File: config.mk
export PLATFORM = sky130hd
export DESIGN_NAME = swc_sleep_ctrl
export DESIGN_NICKNAME = d
export VERILOG_FILES = /design/src/rtl/swc_pkg.sv /design/src/rtl/swc_pin_sync.sv /design/src/rtl/swc_sleep_ctrl.sv /design/src/rtl/swc_wake_timer.sv
export SDC_FILE = /design/constraint.sdc
export NUM_CORES = 1
export LEC_CHECK = 0
export BUFFER_PORTS_ARGS = -buffer_cell sky130_fd_sc_hd__buf_2
export CAP_MARGIN = 10
export CORE_MARGIN = 2
export CORE_UTILIZATION = 45
export DETAILED_ROUTE_END_ITERATION = 8
export PLACE_DENSITY = 0.79
export SYNTH_ARGS = -nofsm -noshare
export SYNTH_HDL_FRONTEND = slang
export SYNTH_HIERARCHICAL = 1
export SYNTH_SLANG_ARGS = --single-unit
export TNS_END_PERCENT = 100
File: constraint.sdc
create_clock -name clk -period 3.2 [get_ports clk]
set_input_delay 0.64 -clock clk [delete_from_list [all_inputs] [get_ports clk]]
set_output_delay 0.64 -clock clk [all_outputs]
set_load 0.005 [all_outputs]
File: src/rtl/swc_pkg.sv
`default_nettype none
package swc_pkg;
	// Controller states
	typedef enum logic [1:0] {
		ST_AWAKE,
		ST_ASLEEP,
		ST_WAKE_WAIT,
		ST_VECTOR
	} swc_state_e;

	// Interrupt lines watched for wake-up
	localparam int NUM_IRQ = 8;

	// Clock figures
	localparam int CLK_PERIOD_NS = 50;

	// Oscillator start-up wait, in oscillator periods
	localparam int OST_PERIODS = 1024;
	localparam int WAKE_CNT_W = 12;
	localparam logic [WAKE_CNT_W-1:0] OST_CYCLES = 12'(OST_PERIODS);

	// Regulator stabilisation after low-power sleep
	localparam int LP_WAKE_TIME_NS = 5000;
	localparam int LP_WAKE_CYCLES_I = (LP_WAKE_TIME_NS + CLK_PERIOD_NS - 1) / CLK_PERIOD_NS;
	localparam logic [WAKE_CNT_W-1:0] LP_WAKE_CYCLES = 12'(LP_WAKE_CYCLES_I);

	// Interrupt service entry address
	localparam logic [15:0] ISR_VECTOR = 16'h0004;

	// Regulator control register layout
	localparam int VREG_PM_BIT = 1;
	localparam int VREG_RSVD_BIT = 0;
	localparam logic VREG_PM_RESET = 1'h0;
	localparam logic [7:0] VREG_RSVD_MASK = 8'h01;

	// Status flag values after reset
	localparam logic PD_RESET = 1'h1;
	localparam logic TO_RESET = 1'h1;

	// Oscillator modes
	localparam logic [2:0] OSC_EC = 3'h0;
	localparam logic [2:0] OSC_LP = 3'h1;
	localparam logic [2:0] OSC_XT = 3'h2;
	localparam logic [2:0] OSC_HS = 3'h3;
	localparam logic [2:0] OSC_RC = 3'h4;
	localparam logic [2:0] OSC_INTOSC = 3'h5;

	// Timer1 clock sources
	localparam logic [1:0] T1_FOSC = 2'h0;
	localparam logic [1:0] T1_LOW_FREQ_INTERNAL_OSC = 2'h1;
	localparam logic [1:0] T1_PIN = 2'h2;
	localparam logic [1:0] T1_SOSC = 2'h3;
endpackage
`default_nettype wire

File: src/rtl/swc_pin_sync.sv
`timescale 1ns/1ps
`default_nettype none
module swc_pin_sync (
	// Clock and reset
	input  wire logic clk,
	input  wire logic rst_n,
	// Pin and result
	input  wire logic pin,
	output logic      level
);
	typedef struct packed {
		logic q1;
		logic q2;
		logic q3;
		logic lvl;
	} swc_sync_s;

	swc_sync_s s_reg;
	swc_sync_s s_next;

	always_comb begin
		s_next = s_reg;
		s_next.q1 = pin;
		s_next.q2 = s_reg.q1;
		s_next.q3 = s_reg.q2;
		// A change counts once stages two and three agree
		if (s_reg.q2 == s_reg.q3) begin
			s_next.lvl = s_reg.q3;
		end
	end

	always_ff @(posedge clk) begin
		if (!rst_n) begin
			s_reg <= '{q1: 1'h1, q2: 1'h1, q3: 1'h1, lvl: 1'h1};
		end else begin
			s_reg <= s_next;
		end
	end

	assign level = s_reg.lvl;
endmodule // swc_pin_sync
`default_nettype wire

File: src/rtl/swc_sleep_ctrl.sv
// Summary of operation
// - Sleep instruction enters power-down mode
// - Entry clears watchdog; keeps counting if enabled
// - Entry clears power_down_flag
// - Entry sets timeout_flag
// - Processor clock gated off while asleep
// - Low-frequency oscillator and its peripherals keep running
// - Timer1 runs on slow, pin or secondary clock
// - Converter runs asleep on its dedicated oscillator
// - Port pins hold their drive state
// - Non-watchdog resets behave the same asleep
// - Pin, brownout, power-on reset wake by reset
// - Watchdog and interrupts wake and resume execution
// - Interrupt wakes only with its enable set
// - Global disable: resume after sleep instruction
// - Global enable: next instruction, then vector 0004h
// - Every wake clears the watchdog
// - Pending interrupt, global disable: sleep is no-op
// - Interrupt during sleep: complete, wake at once
// - Crystal modes without two-speed start wait 1024 oscillator periods
// - Low-power select lowers regulator during sleep
// - Low-power sleep adds stabilisation delay on wake
// - Select bit is bit 1, resets 0
`timescale 1ns/1ps
`default_nettype none
module swc_sleep_ctrl (
	// Clock and reset
	input  wire logic                        clk,
	input  wire logic                        rst_n,
	// Processor core
	input  wire logic                        sleep_exec,
	input  wire logic                        clrwdt_exec,
	input  wire logic                        instr_retire,
	input  wire logic                        global_irq_enable,
	output logic                             cpu_clk_en,
	output logic                             sleep_nop,
	output logic                             resume,
	output logic                             isr_vector_req,
	output logic [15:0]                      isr_vector_addr,
	// Interrupt requests
	input  wire logic [swc_pkg::NUM_IRQ-1:0] irq_flag,
	input  wire logic [swc_pkg::NUM_IRQ-1:0] irq_enable,
	// Watchdog
	input  wire logic                        wdt_enabled,
	input  wire logic                        wdt_sleep_enable,
	input  wire logic                        wdt_timeout,
	output logic                             wdt_clear,
	output logic                             wdt_count_en,
	// Reset sources
	input  wire logic                        master_clear_pin_n,
	input  wire logic                        master_clear_enable,
	input  wire logic                        brownout_reset,
	input  wire logic                        brownout_enable,
	input  wire logic                        power_on_reset,
	output logic                             device_reset,
	// Clock configuration
	input  wire logic [2:0]                  osc_mode,
	input  wire logic                        two_speed_start,
	input  wire logic [1:0]                  timer1_clk_src,
	input  wire logic                        adc_src_dedicated_rc,
	// Regulator control register
	input  wire logic                        vreg_ctrl_we,
	input  wire logic [7:0]                  vreg_ctrl_wdata,
	output logic [7:0]                       vreg_ctrl_rdata,
	// Status and power outputs
	output logic                             power_down_flag,
	output logic                             timeout_flag,
	output logic                             asleep,
	output logic                             wake_delay_busy,
	output logic                             io_hold,
	output logic                             low_freq_osc_run,
	output logic                             timer1_clk_en,
	output logic                             adc_clk_en,
	output logic                             regulator_low_power
);
	typedef struct packed {
		swc_pkg::swc_state_e state;
		logic                pd;
		logic                to;
		logic                regulator_sleep_power_select;
		logic                nop;
		logic                wdt_clr;
		logic                resume;
		logic                vec_req;
		logic                vec_pending;
		logic                rst_out;
	} swc_ctrl_s;

	swc_ctrl_s c_reg;
	swc_ctrl_s c_next;

	logic                              master_clear_pin_level_n;
	logic                              irq_pending;
	logic                              wdt_wake;
	logic                              reset_req;
	logic                              wake_any;
	logic                              timer_start;
	logic [swc_pkg::WAKE_CNT_W-1:0]    wake_load;
	logic                              timer_busy;

	// Crystal modes need the oscillator start-up wait
	function automatic logic is_crystal(input logic [2:0] mode);
		is_crystal = (mode == swc_pkg::OSC_LP) || (mode == swc_pkg::OSC_XT) ||
			(mode == swc_pkg::OSC_HS);
	endfunction

	swc_pin_sync u_master_clear_pin_sync (
		.clk   (clk),
		.rst_n (rst_n),
		.pin   (master_clear_pin_n),
		.level (master_clear_pin_level_n)
	);

	swc_wake_timer u_wake_timer (
		.clk   (clk),
		.rst_n (rst_n),
		.start (timer_start),
		.load  (wake_load),
		.busy  (timer_busy)
	);

	assign irq_pending = |(irq_flag & irq_enable);
	assign wdt_wake = wdt_timeout && wdt_enabled && wdt_sleep_enable;
	// Reset sources act identically asleep or awake
	assign reset_req = (!master_clear_pin_level_n && master_clear_enable) ||
		(brownout_reset && brownout_enable) || power_on_reset;
	assign wake_any = irq_pending || wdt_wake;

	// Start-up wait plus regulator settling
	assign wake_load = (is_crystal(osc_mode) && !two_speed_start ? swc_pkg::OST_CYCLES : 12'h000) +
		(c_reg.regulator_sleep_power_select ? swc_pkg::LP_WAKE_CYCLES : 12'h000);
	assign timer_start = (c_reg.state == swc_pkg::ST_ASLEEP) && wake_any && !reset_req;

	always_comb begin
		c_next = c_reg;
		c_next.nop = 1'h0;
		c_next.wdt_clr = 1'h0;
		c_next.resume = 1'h0;
		c_next.vec_req = 1'h0;
		c_next.rst_out = reset_req;
		if (vreg_ctrl_we) begin
			c_next.regulator_sleep_power_select = vreg_ctrl_wdata[swc_pkg::VREG_PM_BIT];
		end
		if (reset_req) begin
			// Full reset ends sleep and restores the flags
			c_next.state = swc_pkg::ST_AWAKE;
			c_next.pd = swc_pkg::PD_RESET;
			c_next.to = swc_pkg::TO_RESET;
			c_next.vec_pending = 1'h0;
			c_next.wdt_clr = 1'h1;
		end else begin
			case (c_reg.state)
				swc_pkg::ST_AWAKE: begin
					if (clrwdt_exec) begin
						c_next.pd = 1'h1;
						c_next.to = 1'h1;
						c_next.wdt_clr = 1'h1;
					end
					if (sleep_exec) begin
						if (irq_pending && !global_irq_enable) begin
							c_next.nop = 1'h1;
						end else begin
							c_next.state = swc_pkg::ST_ASLEEP;
							c_next.pd = 1'h0;
							c_next.to = 1'h1;
							c_next.wdt_clr = 1'h1;
						end
					end
				end
				swc_pkg::ST_ASLEEP: begin
					// An interrupt raised during entry is seen here and wakes at once
					if (wake_any) begin
						c_next.state = swc_pkg::ST_WAKE_WAIT;
						c_next.wdt_clr = 1'h1;
						c_next.vec_pending = irq_pending && global_irq_enable;
						if (wdt_wake && !irq_pending) begin
							c_next.to = 1'h0;
						end
					end
				end
				swc_pkg::ST_WAKE_WAIT: begin
					if (!timer_busy) begin
						c_next.resume = 1'h1;
						c_next.state = c_reg.vec_pending ? swc_pkg::ST_VECTOR : swc_pkg::ST_AWAKE;
					end
				end
				swc_pkg::ST_VECTOR: begin
					// Prefetched instruction retires before the service call
					if (instr_retire) begin
						c_next.vec_req = 1'h1;
						c_next.vec_pending = 1'h0;
						c_next.state = swc_pkg::ST_AWAKE;
					end
				end
				default: begin
					c_next.state = swc_pkg::ST_AWAKE;
				end
			endcase
		end
	end

	always_ff @(posedge clk) begin
		if (!rst_n) begin
			c_reg <= '{state: swc_pkg::ST_AWAKE, pd: swc_pkg::PD_RESET, to: swc_pkg::TO_RESET,
				regulator_sleep_power_select: swc_pkg::VREG_PM_RESET, nop: 1'h0, wdt_clr: 1'h0, resume: 1'h0,
				vec_req: 1'h0, vec_pending: 1'h0, rst_out: 1'h0};
		end else begin
			c_reg <= c_next;
		end
	end

	assign asleep = (c_reg.state == swc_pkg::ST_ASLEEP) || (c_reg.state == swc_pkg::ST_WAKE_WAIT);
	assign cpu_clk_en = !asleep;
	assign wake_delay_busy = (c_reg.state == swc_pkg::ST_WAKE_WAIT);
	assign sleep_nop = c_reg.nop;
	assign resume = c_reg.resume;
	assign isr_vector_req = c_reg.vec_req;
	assign isr_vector_addr = swc_pkg::ISR_VECTOR;
	assign wdt_clear = c_reg.wdt_clr;
	assign wdt_count_en = wdt_enabled && (!asleep || wdt_sleep_enable);
	assign device_reset = c_reg.rst_out;
	assign power_down_flag = c_reg.pd;
	assign timeout_flag = c_reg.to;
	assign io_hold = asleep;
	assign low_freq_osc_run = 1'h1;
	assign timer1_clk_en = !asleep || (timer1_clk_src != swc_pkg::T1_FOSC);
	assign adc_clk_en = !asleep || adc_src_dedicated_rc;
	assign regulator_low_power = (c_reg.state == swc_pkg::ST_ASLEEP) && c_reg.regulator_sleep_power_select;
	assign vreg_ctrl_rdata = swc_pkg::VREG_RSVD_MASK |
		({7'h00, c_reg.regulator_sleep_power_select} << swc_pkg::VREG_PM_BIT);
endmodule // swc_sleep_ctrl
`default_nettype wire

File: src/rtl/swc_wake_timer.sv
`timescale 1ns/1ps
`default_nettype none
module swc_wake_timer (
	// Clock and reset
	input  wire logic                           clk,
	input  wire logic                           rst_n,
	// Control
	input  wire logic                           start,
	input  wire logic [swc_pkg::WAKE_CNT_W-1:0] load,
	output logic                                busy
);
	typedef struct packed {
		logic [swc_pkg::WAKE_CNT_W-1:0] cnt;
	} swc_timer_s;

	swc_timer_s t_reg;
	swc_timer_s t_next;

	always_comb begin
		t_next = t_reg;
		if (start) begin
			t_next.cnt = load;
		end else if (t_reg.cnt != '0) begin
			t_next.cnt = t_reg.cnt - 12'h001;
		end
	end

	always_ff @(posedge clk) begin
		if (!rst_n) begin
			t_reg <= '0;
		end else begin
			t_reg <= t_next;
		end
	end

	assign busy = (t_reg.cnt != '0);
endmodule // swc_wake_timer
`default_nettype wire
* After elaboration in Yosys (flattened, before gate mapping)
Index checks and enable logic that the tools add are counted.
Operators by class: $add $sub $neg 2, $mul 0, div/mod/pow operators 0, order comparisons 0, eq/ne operators 13, shifts and indexed selects 0, muxes and demuxes 26, bitwise logic cells 6, reduce and logical (&&, ||, !) cells 41
Operators with widths (count):
- 12-bit 2-to-1 mux | 2
- 11-bit by 7-bit adder with 12-bit output | 1
- 1-bit logical AND | 12
- 2-bit 2-to-1 mux | 6
- 12-bit nonzero test | 1
- 12-bit by 1-bit subtractor with 12-bit output, second input constant | 1
- 11-bit 2-to-1 mux | 1
- 1-bit 2-to-1 mux | 10
- 2-bit inequality test, second input constant | 5
- 1-bit logical OR | 9
- 8-bit bitwise AND | 1
- 4-bit 2-to-1 mux | 2
- 2-bit one-hot mux with 4 select lines | 1
- 2-bit nonzero test | 4
- 8-bit OR reduction | 1
- 7-bit 2-to-1 mux | 1
- 3-bit by 2-bit equality test with 1-bit output, second input constant | 2
- 1-bit zero test | 6
- 1-bit one-hot mux with 2 select lines | 3
- 3-bit AND reduction | 2
- 3-bit OR reduction | 2
- 1-bit inverter | 5
- 5-bit AND reduction | 1
- 2-bit equality test, second input constant | 2
- 7 further kinds | 7
Storage, ports and cells: bits in registers 27, latch bits 0, bits in writable memories 0, bits in read-only memories 0, input port bits 46, output and inout bits 40, logic and storage cells 103, memories 0

* Logic depth before layout (Yosys ltp)
Gate-level depths: netlist of the first run.
depth after elaboration 7, gate-level depth with buffers 10, mapped depth without buffers 8

* Modules after synthesis
Netlist of the first run, hierarchy kept.
By module, submodules not included:
- swc_sleep_ctrl | instances 1, cells each 104, area each 917.1 µm²
- swc_wake_timer | instances 1, cells each 85, area each 699.4 µm²
- swc_pin_sync | instances 1, cells each 10, area each 112.6 µm²

* Least setup slack after synthesis of the first run
OpenSTA, ideal clock, no wires.
path kind input to register, start input port irq_flag[0] (netlist name), end register u_wake_timer/t_reg[0] (netlist name), library setup time 0.081 ns, data arrival time 2.087 ns, data required time 3.119 ns, setup slack 1.033 ns, stages 10, path buffers 3, cell sequence a22oi_1 -> and4_4 -> buf_6 -> nand2_1 -> and3_1 -> clkbuf_1 -> inv_1 -> clkbuf_1 -> nand3_1 -> o211ai_1
On the way: cells in the longest elaborated chain, start to end 6, elaborated cells on any way between the ends 7, classes of those cells mux (1); bitwise (1); reduce/logical (5)
RTL lines:
- from (decl) | line swc_sleep_ctrl.sv:41 | input wire logic [swc_pkg::NUM_IRQ-1:0] irq_flag,
- 8-bit bitwise AND * | line swc_sleep_ctrl.sv:122 | assign irq_pending = |(irq_flag & irq_enable);
- 8-bit OR reduction * | line swc_sleep_ctrl.sv:122
- 1-bit logical OR * | line swc_sleep_ctrl.sv:127 | assign wake_any = irq_pending || wdt_wake;
- 1-bit logical AND * (2 in series) | line swc_sleep_ctrl.sv:132 | assign timer_start = (c_reg.state == swc_pkg::ST_ASLEEP) && wake_any && !reset_req;
- named net timer_start | line swc_sleep_ctrl.sv:97 | logic timer_start;
- 12-bit 2-to-1 mux / 2-bit nonzero test (equally long branches)
- to (signal assigned) | line swc_wake_timer.sv:32 | t_reg <= t_next;
- to (decl) | line swc_wake_timer.sv:16 | swc_timer_s t_reg;
The timed path passes the listed nets; every way through them passes the cells marked *. A chain may end at the register's enable or synchronous reset.

* Final worst setup path of the first run
start register c_reg[9] (netlist name), end output port timer1_clk_en
On the way: cells in the longest elaborated chain, start to end 4, elaborated cells on any way between the ends 5, classes of those cells eq/ne (2); reduce/logical (3)
RTL lines:
- from (decl) | line swc_sleep_ctrl.sv:89 | swc_ctrl_s c_reg;
- from (signal assigned) | line swc_sleep_ctrl.sv:204 | c_reg <= '{state: swc_pkg::ST_AWAKE, pd: swc_pkg::PD_RESET, to: swc_pkg::TO_RESET,
- from (signal assigned) | line swc_sleep_ctrl.sv:208 | c_reg <= c_next;
- 2-bit by 1-bit equality test with 1-bit output / 2-bit equality test (equally long branches) | line swc_sleep_ctrl.sv:212 | assign asleep = (c_reg.state == swc_pkg::ST_ASLEEP) || (c_reg.state == swc_pkg::ST_WAKE_WAIT);
- 1-bit logical OR * | line swc_sleep_ctrl.sv:212
- 1-bit zero test * | line swc_sleep_ctrl.sv:226 | assign timer1_clk_en = !asleep || (timer1_clk_src != swc_pkg::T1_FOSC);
- 1-bit logical OR * | line swc_sleep_ctrl.sv:226
- to (decl) | line swc_sleep_ctrl.sv:72 | output logic timer1_clk_en,
Mark *: on every way between the ends. The rest lies on a longest branch, timed or not.

==> flow_summary.ini, run 1 <==
[status]
status = finished, final reports clean

[sta]
whs_ns = 0.4272
number_of_max_slew_violations_in_the_final_report = 0
timing.final.setup_violations = 0
post-route-period-util_pct = 72.64
setup-tns-final_ns = 0
final_hold_violation_count = 0
min_period_ns = 2.324
maxClockFrequency_mhz = 430.2
grt_setup_unrepaired = false
setup_ws_ns = 0.8756
clock_skew_ns = 0.002504

[critical_path]
cp.depth = 5
timing.critical_path.from_type = register
cpLargestDelayFamily = flip-flops
critical-path-top-cell-by-count = sky130_fd_sc_hd__inv_1
critPathRequiredTime_ns = 2.56
cp-end-kind = output port
cp_max_fo = 4
critical_path.max_stage_delay_ns = 0.40
timing.critical_path.arrival_ns = 1.68
path_class = reg2out
crit_path_top_delay_cell = sky130_fd_sc_hd__dfxtp_1
crit_path_cell_trace = inv_1 > ha_1 > inv_1 > or3_1 > buf_2
crit-reg2reg-capture = c_reg[9]
worst-r2r-cell-count = 8
source_of_the_worst_register_to_register_timing_path = u_wake_timer/t_reg[4]
cp.buffers_inverters = 3
r2r_setup_slack_ns = 0.96

[cts]
clock_insertion_delay_worst_skew_ns = 0.27
cts_resized = 0
postCtsHoldBufs = 0
clockBufferDepth = 2
clock_tree.root_cell = sky130_fd_sc_hd__clkbuf_8
cts_setup_buffers = 0
number_of_levels_in_the_clock_h_tree = 1
clock_sink_count = 27
tritoncts.num_buffers = 3
clk_pin_slew_worst_paths_ns = 0.09
tritoncts = yes

[die]
fp.dieH_um = 65.99
io_pins = 86
fp.dieW_um = 65.99
die_area_um2 = 4355
floorplan.rows = 22
initial_core_util_pct = 46.88
fp.coreArea_um2 = 3689

[drt]
post_drt_wl_per_cell_um = 10.49
met2_wirelength_mm = 1.544
drt-initial-drc-count = 67
dr.max_layer_used = met4
detailroute.wirelength.met3_um = 140
first_pass_iters = 4
via_density = 4.827
dr_total_vias = 1477
route.final.wire_length_mm = 3.211
wl_met1_mm = 1.483
count_of_unresolved_drc_violations_after_routing = 0
ant_nets = 0

[final_layout]
layout.cells.most_common_list = sky130_fd_sc_hd__buf_2 (54), sky130_fd_sc_hd__conb_1 (32), sky130_fd_sc_hd__dfxtp_1 (27)
area.growth.synth_to_final_pct = 16.28
post-route-util_pct = 54.51
filler_cell_count = 365
drive_gt1_share_pct = 30.62
finalNetCount = 312
n_antenna_cell = 0
most_common_cell_after_layout_fill_and_taps_aside = sky130_fd_sc_hd__buf_2
largest_register_ffs = 12

[power]
pwr_density_cell_nw_per_um2 = 593.1
finalPower_mw = 1.193
maximum_resistive_drop_on_vdd_mv = 0.2435
power.leakage_nw = 0.8931

[global_routing]
first_pass_grt_wire_length_mm = 5.395
gr-usage-all-layers_pct = 15.61
initial_antenna_violation_count = 0
globalRoute.totalOverflow = 0
grt_start_max_net_pins = 21
first_global_vias = 1287

[place]
place_worst_setup_slack_ns = 0.7769
finalWeightedCongestion = 0.7773
detailed_place_hpwl_mm = 2.564
io_buffer_count = 54

[logic_synthesis]
synth-seq-cells = 27
syn-mean-instance-area_um2 = 8.689
number_of_warnings_issued_by_yosys = 6
netlist.area_leader.share_pct = 31.26
netlist_top_cells_area = sky130_fd_sc_hd__dfxtp_1 (31%), sky130_fd_sc_hd__buf_4 (11%), sky130_fd_sc_hd__ha_1 (5.1%)
area_of_the_mapped_netlist_um2 = 1729
syn_inst = 199
synth_cell_types = 50
synth_sequential_area_ratio_pct = 31.26
synth.largest_area_cell = sky130_fd_sc_hd__dfxtp_1

[job]
cap_viol_max_count = 0

[hold_path]
min_delay_worst_endpoint = u_master_clear_pin_sync/s_next[1]
hp-start = u_master_clear_pin_sync/s_next[2]
hold_class = reg2reg
hold_critical_path_depth = 1
worst max-delay path by stage:
stage	start	endpoint	slack, ns
3_3_place_gp	irq_flag[3]	u_wake_timer/t_reg[7]	0.82
5_1_grt	u_wake_timer/t_reg[4]	c_reg[10]	0.76
2_1_floorplan	irq_flag[0]	u_wake_timer/t_reg[0]	1.03
6_report	c_reg[9]	timer1_clk_en	0.88
3_5_place_dp	irq_flag[3]	u_wake_timer/t_reg[5]	0.78
4_1_cts	c_reg[9]	timer1_clk_en	0.86
per-stage QoR:
stage,instance area (µm²),instances
2_1_floorplan,1842,229
3_3_place_gp,1962,302
3_5_place_dp,1962,302
4_1_cts,2011,306
5_1_grt,2011,306
6_report,2011,306
routing by layer:
metal / up-vias / global-route usage [%]
met4: 0 / 5.867
met1: 672 / 20.29
li1: 762 / -
met3: 4 / 1.704
met2: 39 / 26.52
met5: - / 0
cell families (layout without fill, tap and decap cells):
family	after synthesis	after routing	share of synthesized area, %
xor+xnor	6	6	3.039
mux	4	4	3.039
compound gates	43	43	17.44
simple gates	71	71	25.18
buf+inv	39	68	14.54
flops	27	27	31.26
other cells	2	32	0.4343
fa+ha+maj	7	7	5.065
cell usage after synthesis, drive strengths merged:
master	instances
or3	1
nand2	15
a211oi	2
nor2	13
a31o	1
o21a	2
or3b	1
a22oi	5
or4	2
nor4b	1
o211ai	3
nor2b	2
mux2i	4
nor3b	2
buf	27
inv	9
and3	1
and2	3
and4	1
dfxtp	27
conb	2
o32ai	1
nor4	5
and2b	2
o21ai	12
o21bai	1
nor3	4
a221oi	1
xor2	1
a31oi	2
clkbuf	3
ha	7
a2111oi	1
nand4	3
a21oi	12
nand3	9
nand2b	4
xnor2	5
or2	2
where the power goes:
group	leakage, nW	internal, mW	switching, mW	total, mW
clock	0.0217	0.0883	0.106	0.194
combinational	0.650	0.258	0.263	0.522
sequential	0.222	0.401	0.0759	0.477
total	0.893	0.748	0.445	1.19
worst reg2reg max path, cell delays in order (launching register included):
cell and delay (ns):
sky130_fd_sc_hd__dfxtp_1 0.37, sky130_fd_sc_hd__nor4_1 0.49, sky130_fd_sc_hd__nand4_1 0.16, sky130_fd_sc_hd__buf_4 0.19, sky130_fd_sc_hd__and2_1 0.18, sky130_fd_sc_hd__nor4_2 0.35, sky130_fd_sc_hd__mux2i_4 0.14, sky130_fd_sc_hd__a211oi_2 0.19
sky130_fd_sc_hd__a211oi_2 0.06
final cells by class:
cell class / instances / area [µm²] / area share, %
sequential: 27 / 540.5 / 26.88
clock inverter: 1 / 7.507 / 0.3734
multi-input combinational: 163 / 1050 / 52.21
tap: 48 / 60.06 / 2.987
timing repair buffer: 55 / 277.8 / 13.81
inverter: 9 / 33.78 / 1.680
clock buffer: 3 / 41.29 / 2.054
No activity file was read; power rests on OpenSTA's default activity.
==> run 2, diff against run 1 <==
==> constraint.sdc (replaced) <==
create_clock -name clk -period 2.3 [get_ports clk]
set_input_delay 0.46 -clock clk [delete_from_list [all_inputs] [get_ports clk]]
set_output_delay 0.46 -clock clk [all_outputs]
set_load 0.005 [all_outputs]
==> flow_summary.ini, run 2 (synthesized netlist as in run 1, its figures left out) <==
[status]
status = finished, final reports clean

[power]
p_seq_share_pct = 38.8
clockPowerShare_pct = 15.4
intPower_mw = 1.089
pwr_density_cell_nw_per_um2 = 837.4
net_switching_uw = 632.6
power.share.combinational_pct = 45.8
maximum_resistive_drop_on_vdd_mv = 0.3712
switching_share_pct = 36.75
power.leakage_nw = 0.9222

[die]
fp.dieW_um = 65.99
fp.dieH_um = 65.99
fp.coreArea_um2 = 3689
floorplan.rows = 22
io_pins = 86
initial_core_util_pct = 46.88
die_area_um2 = 4355

[global_routing]
first_pass_grt_wire_length_mm = 5.727
grt_start_max_net_pins = 21
first_global_vias = 1365
globalRoute.totalOverflow = 0
initial_antenna_violation_count = 0
gr-usage-all-layers_pct = 16.33

[sta]
maxClockFrequency_mhz = 471.1
timing.final.setup_violations = 0
number_of_max_slew_violations_in_the_final_report = 0
post-route-period-util_pct = 92.29
clock_skew_ns = 0.001048
final_hold_violation_count = 0
setup-tns-final_ns = 0
grt_setup_unrepaired = false
min_period_ns = 2.123

[place]
io_buffer_count = 54
finalWeightedCongestion = 0.7892
post_dp_area_um2 = 2007
detailed_place_hpwl_mm = 2.695

[critical_path]
cpLargestDelayFamily = flip-flops
cp.buffers_inverters = 3
worst-r2r-cell-count = 8
crit_path_end = timer1_clk_en
source_of_the_worst_register_to_register_timing_path = u_wake_timer/t_reg[4]
crit-reg2reg-capture = c_reg[9]
crit_path_cell_trace = inv_1 > ha_1 > inv_1 > or3_1 > buf_2
critical_path.max_stage_delay_ns = 0.38
cp.depth = 5
critical-path-top-cell-by-count = sky130_fd_sc_hd__inv_1
path_class = reg2out
crit_path_top_delay_cell = sky130_fd_sc_hd__dfxtp_1
setup.worst_path.start = c_reg[9]
timing.critical_path.from_type = register
r2r_setup_slack_ns = 0.29
cp-end-kind = output port
critPathRequiredTime_ns = 1.84
timing.critical_path.arrival_ns = 1.66
cp_max_fo = 4

[final_layout]
finalNetCount = 318
layout.cells.most_common_list = sky130_fd_sc_hd__buf_2 (54), sky130_fd_sc_hd__conb_1 (32), sky130_fd_sc_hd__dfxtp_1 (27)
most_common_cell_after_layout_fill_and_taps_aside = sky130_fd_sc_hd__buf_2
area.growth.synth_to_final_pct = 18.89
largest_register_ffs = 12
postLayoutCellArea_um2 = 2056
n_antenna_cell = 0
drive_gt1_share_pct = 32.20

[hold_path]
hold_class = in2reg

[cts]
clk_pin_slew_worst_paths_ns = 0.09
tritoncts.num_buffers = 3
clock_tree.root_cell = sky130_fd_sc_hd__clkbuf_8
number_of_levels_in_the_clock_h_tree = 1
tritoncts = yes
clock_insertion_delay_worst_skew_ns = 0.27
clockBufferDepth = 2
cts_setup_buffers = 0
cts_resized = 0
clock_sink_count = 27
postCtsHoldBufs = 0

[drt]
via_density = 4.737
first_pass_iters = 5
route.final.wire_length_mm = 3.313
dr_total_vias = 1478
ant_nets = 0
post_drt_wl_per_cell_um = 10.62
drt-initial-drc-count = 86
count_of_unresolved_drc_violations_after_routing = 0

[job]
cap_viol_max_count = 0
run 2: changes by cell type in the layout (fill, tap and decap cells not counted), sizes merged:
cell / previous run / this run
buf: 55 / 61
run 2: stage by stage:
stage | hold WS (ns) | power (mW) | instances | utilization (%) | setup slack (ns)
after global routing | 0.3836 | 1.862 | 312 | 55.73 | 0.09305
after global placement | 0.3925 | 1.438 | 308 | 54.41 | 0.2867
after CTS | 0.3609 | 1.738 | 312 | 55.73 | 0.1622
after detailed placement | 0.3968 | 1.455 | 308 | 54.41 | 0.2741
final | 0.3677 | 1.722 | 312 | 55.73 | 0.1774
after floorplan | 0.3863 | 1.267 | 229 | - | 0.2227
run 2: routing by layer:
| layer | GRT usage, % | share of wire (%) | vias up |
|---|---|---|---|
| li1 | - | - | 769 |
| met5 | 0 | 0 | - |
| met1 | 20.84 | 44 | 662 |
| met3 | 2.726 | 5.2 | 0 |
| met2 | 28.66 | 51 | 47 |
| met4 | 3.827 | 0 | 0 |
run 2: area by class of cell:
class                           instances  area (µm²)
Fill cell                             362        1633
Multi-Input combinational cell        163        1050
Sequential cell                        27       540.5
Timing Repair Buffer                   61       322.8
Tap cell                               48       60.06
Clock buffer                            3       41.29
Inverter                                9       33.78
Clock inverter                          1       7.507
run 2: worst min-delay path by stage:
stage,slack (ns),cells after the start,from,to
after floorplan,0.39,1,u_master_clear_pin_sync/s_next[2],u_master_clear_pin_sync/s_next[1]
after global placement,0.39,1,u_master_clear_pin_sync/s_next[2],u_master_clear_pin_sync/s_next[1]
after detailed placement,0.40,1,u_master_clear_pin_sync/s_next[2],u_master_clear_pin_sync/s_next[1]
after CTS,0.36,2,master_clear_pin_n,u_master_clear_pin_sync/s_next[2]
after global routing,0.38,2,master_clear_pin_n,u_master_clear_pin_sync/s_next[2]
final,0.37,2,master_clear_pin_n,u_master_clear_pin_sync/s_next[2]
run 2: power by group through the flow:
stage	sequential, mW	clock [mW]	combinational [mW]
global route	0.683	0.304	0.875
CTS	0.667	0.277	0.794
floorplan	0.652	0	0.615
detailed placement	0.676	0	0.779
finish	0.668	0.265	0.788
global placement	0.670	0	0.768
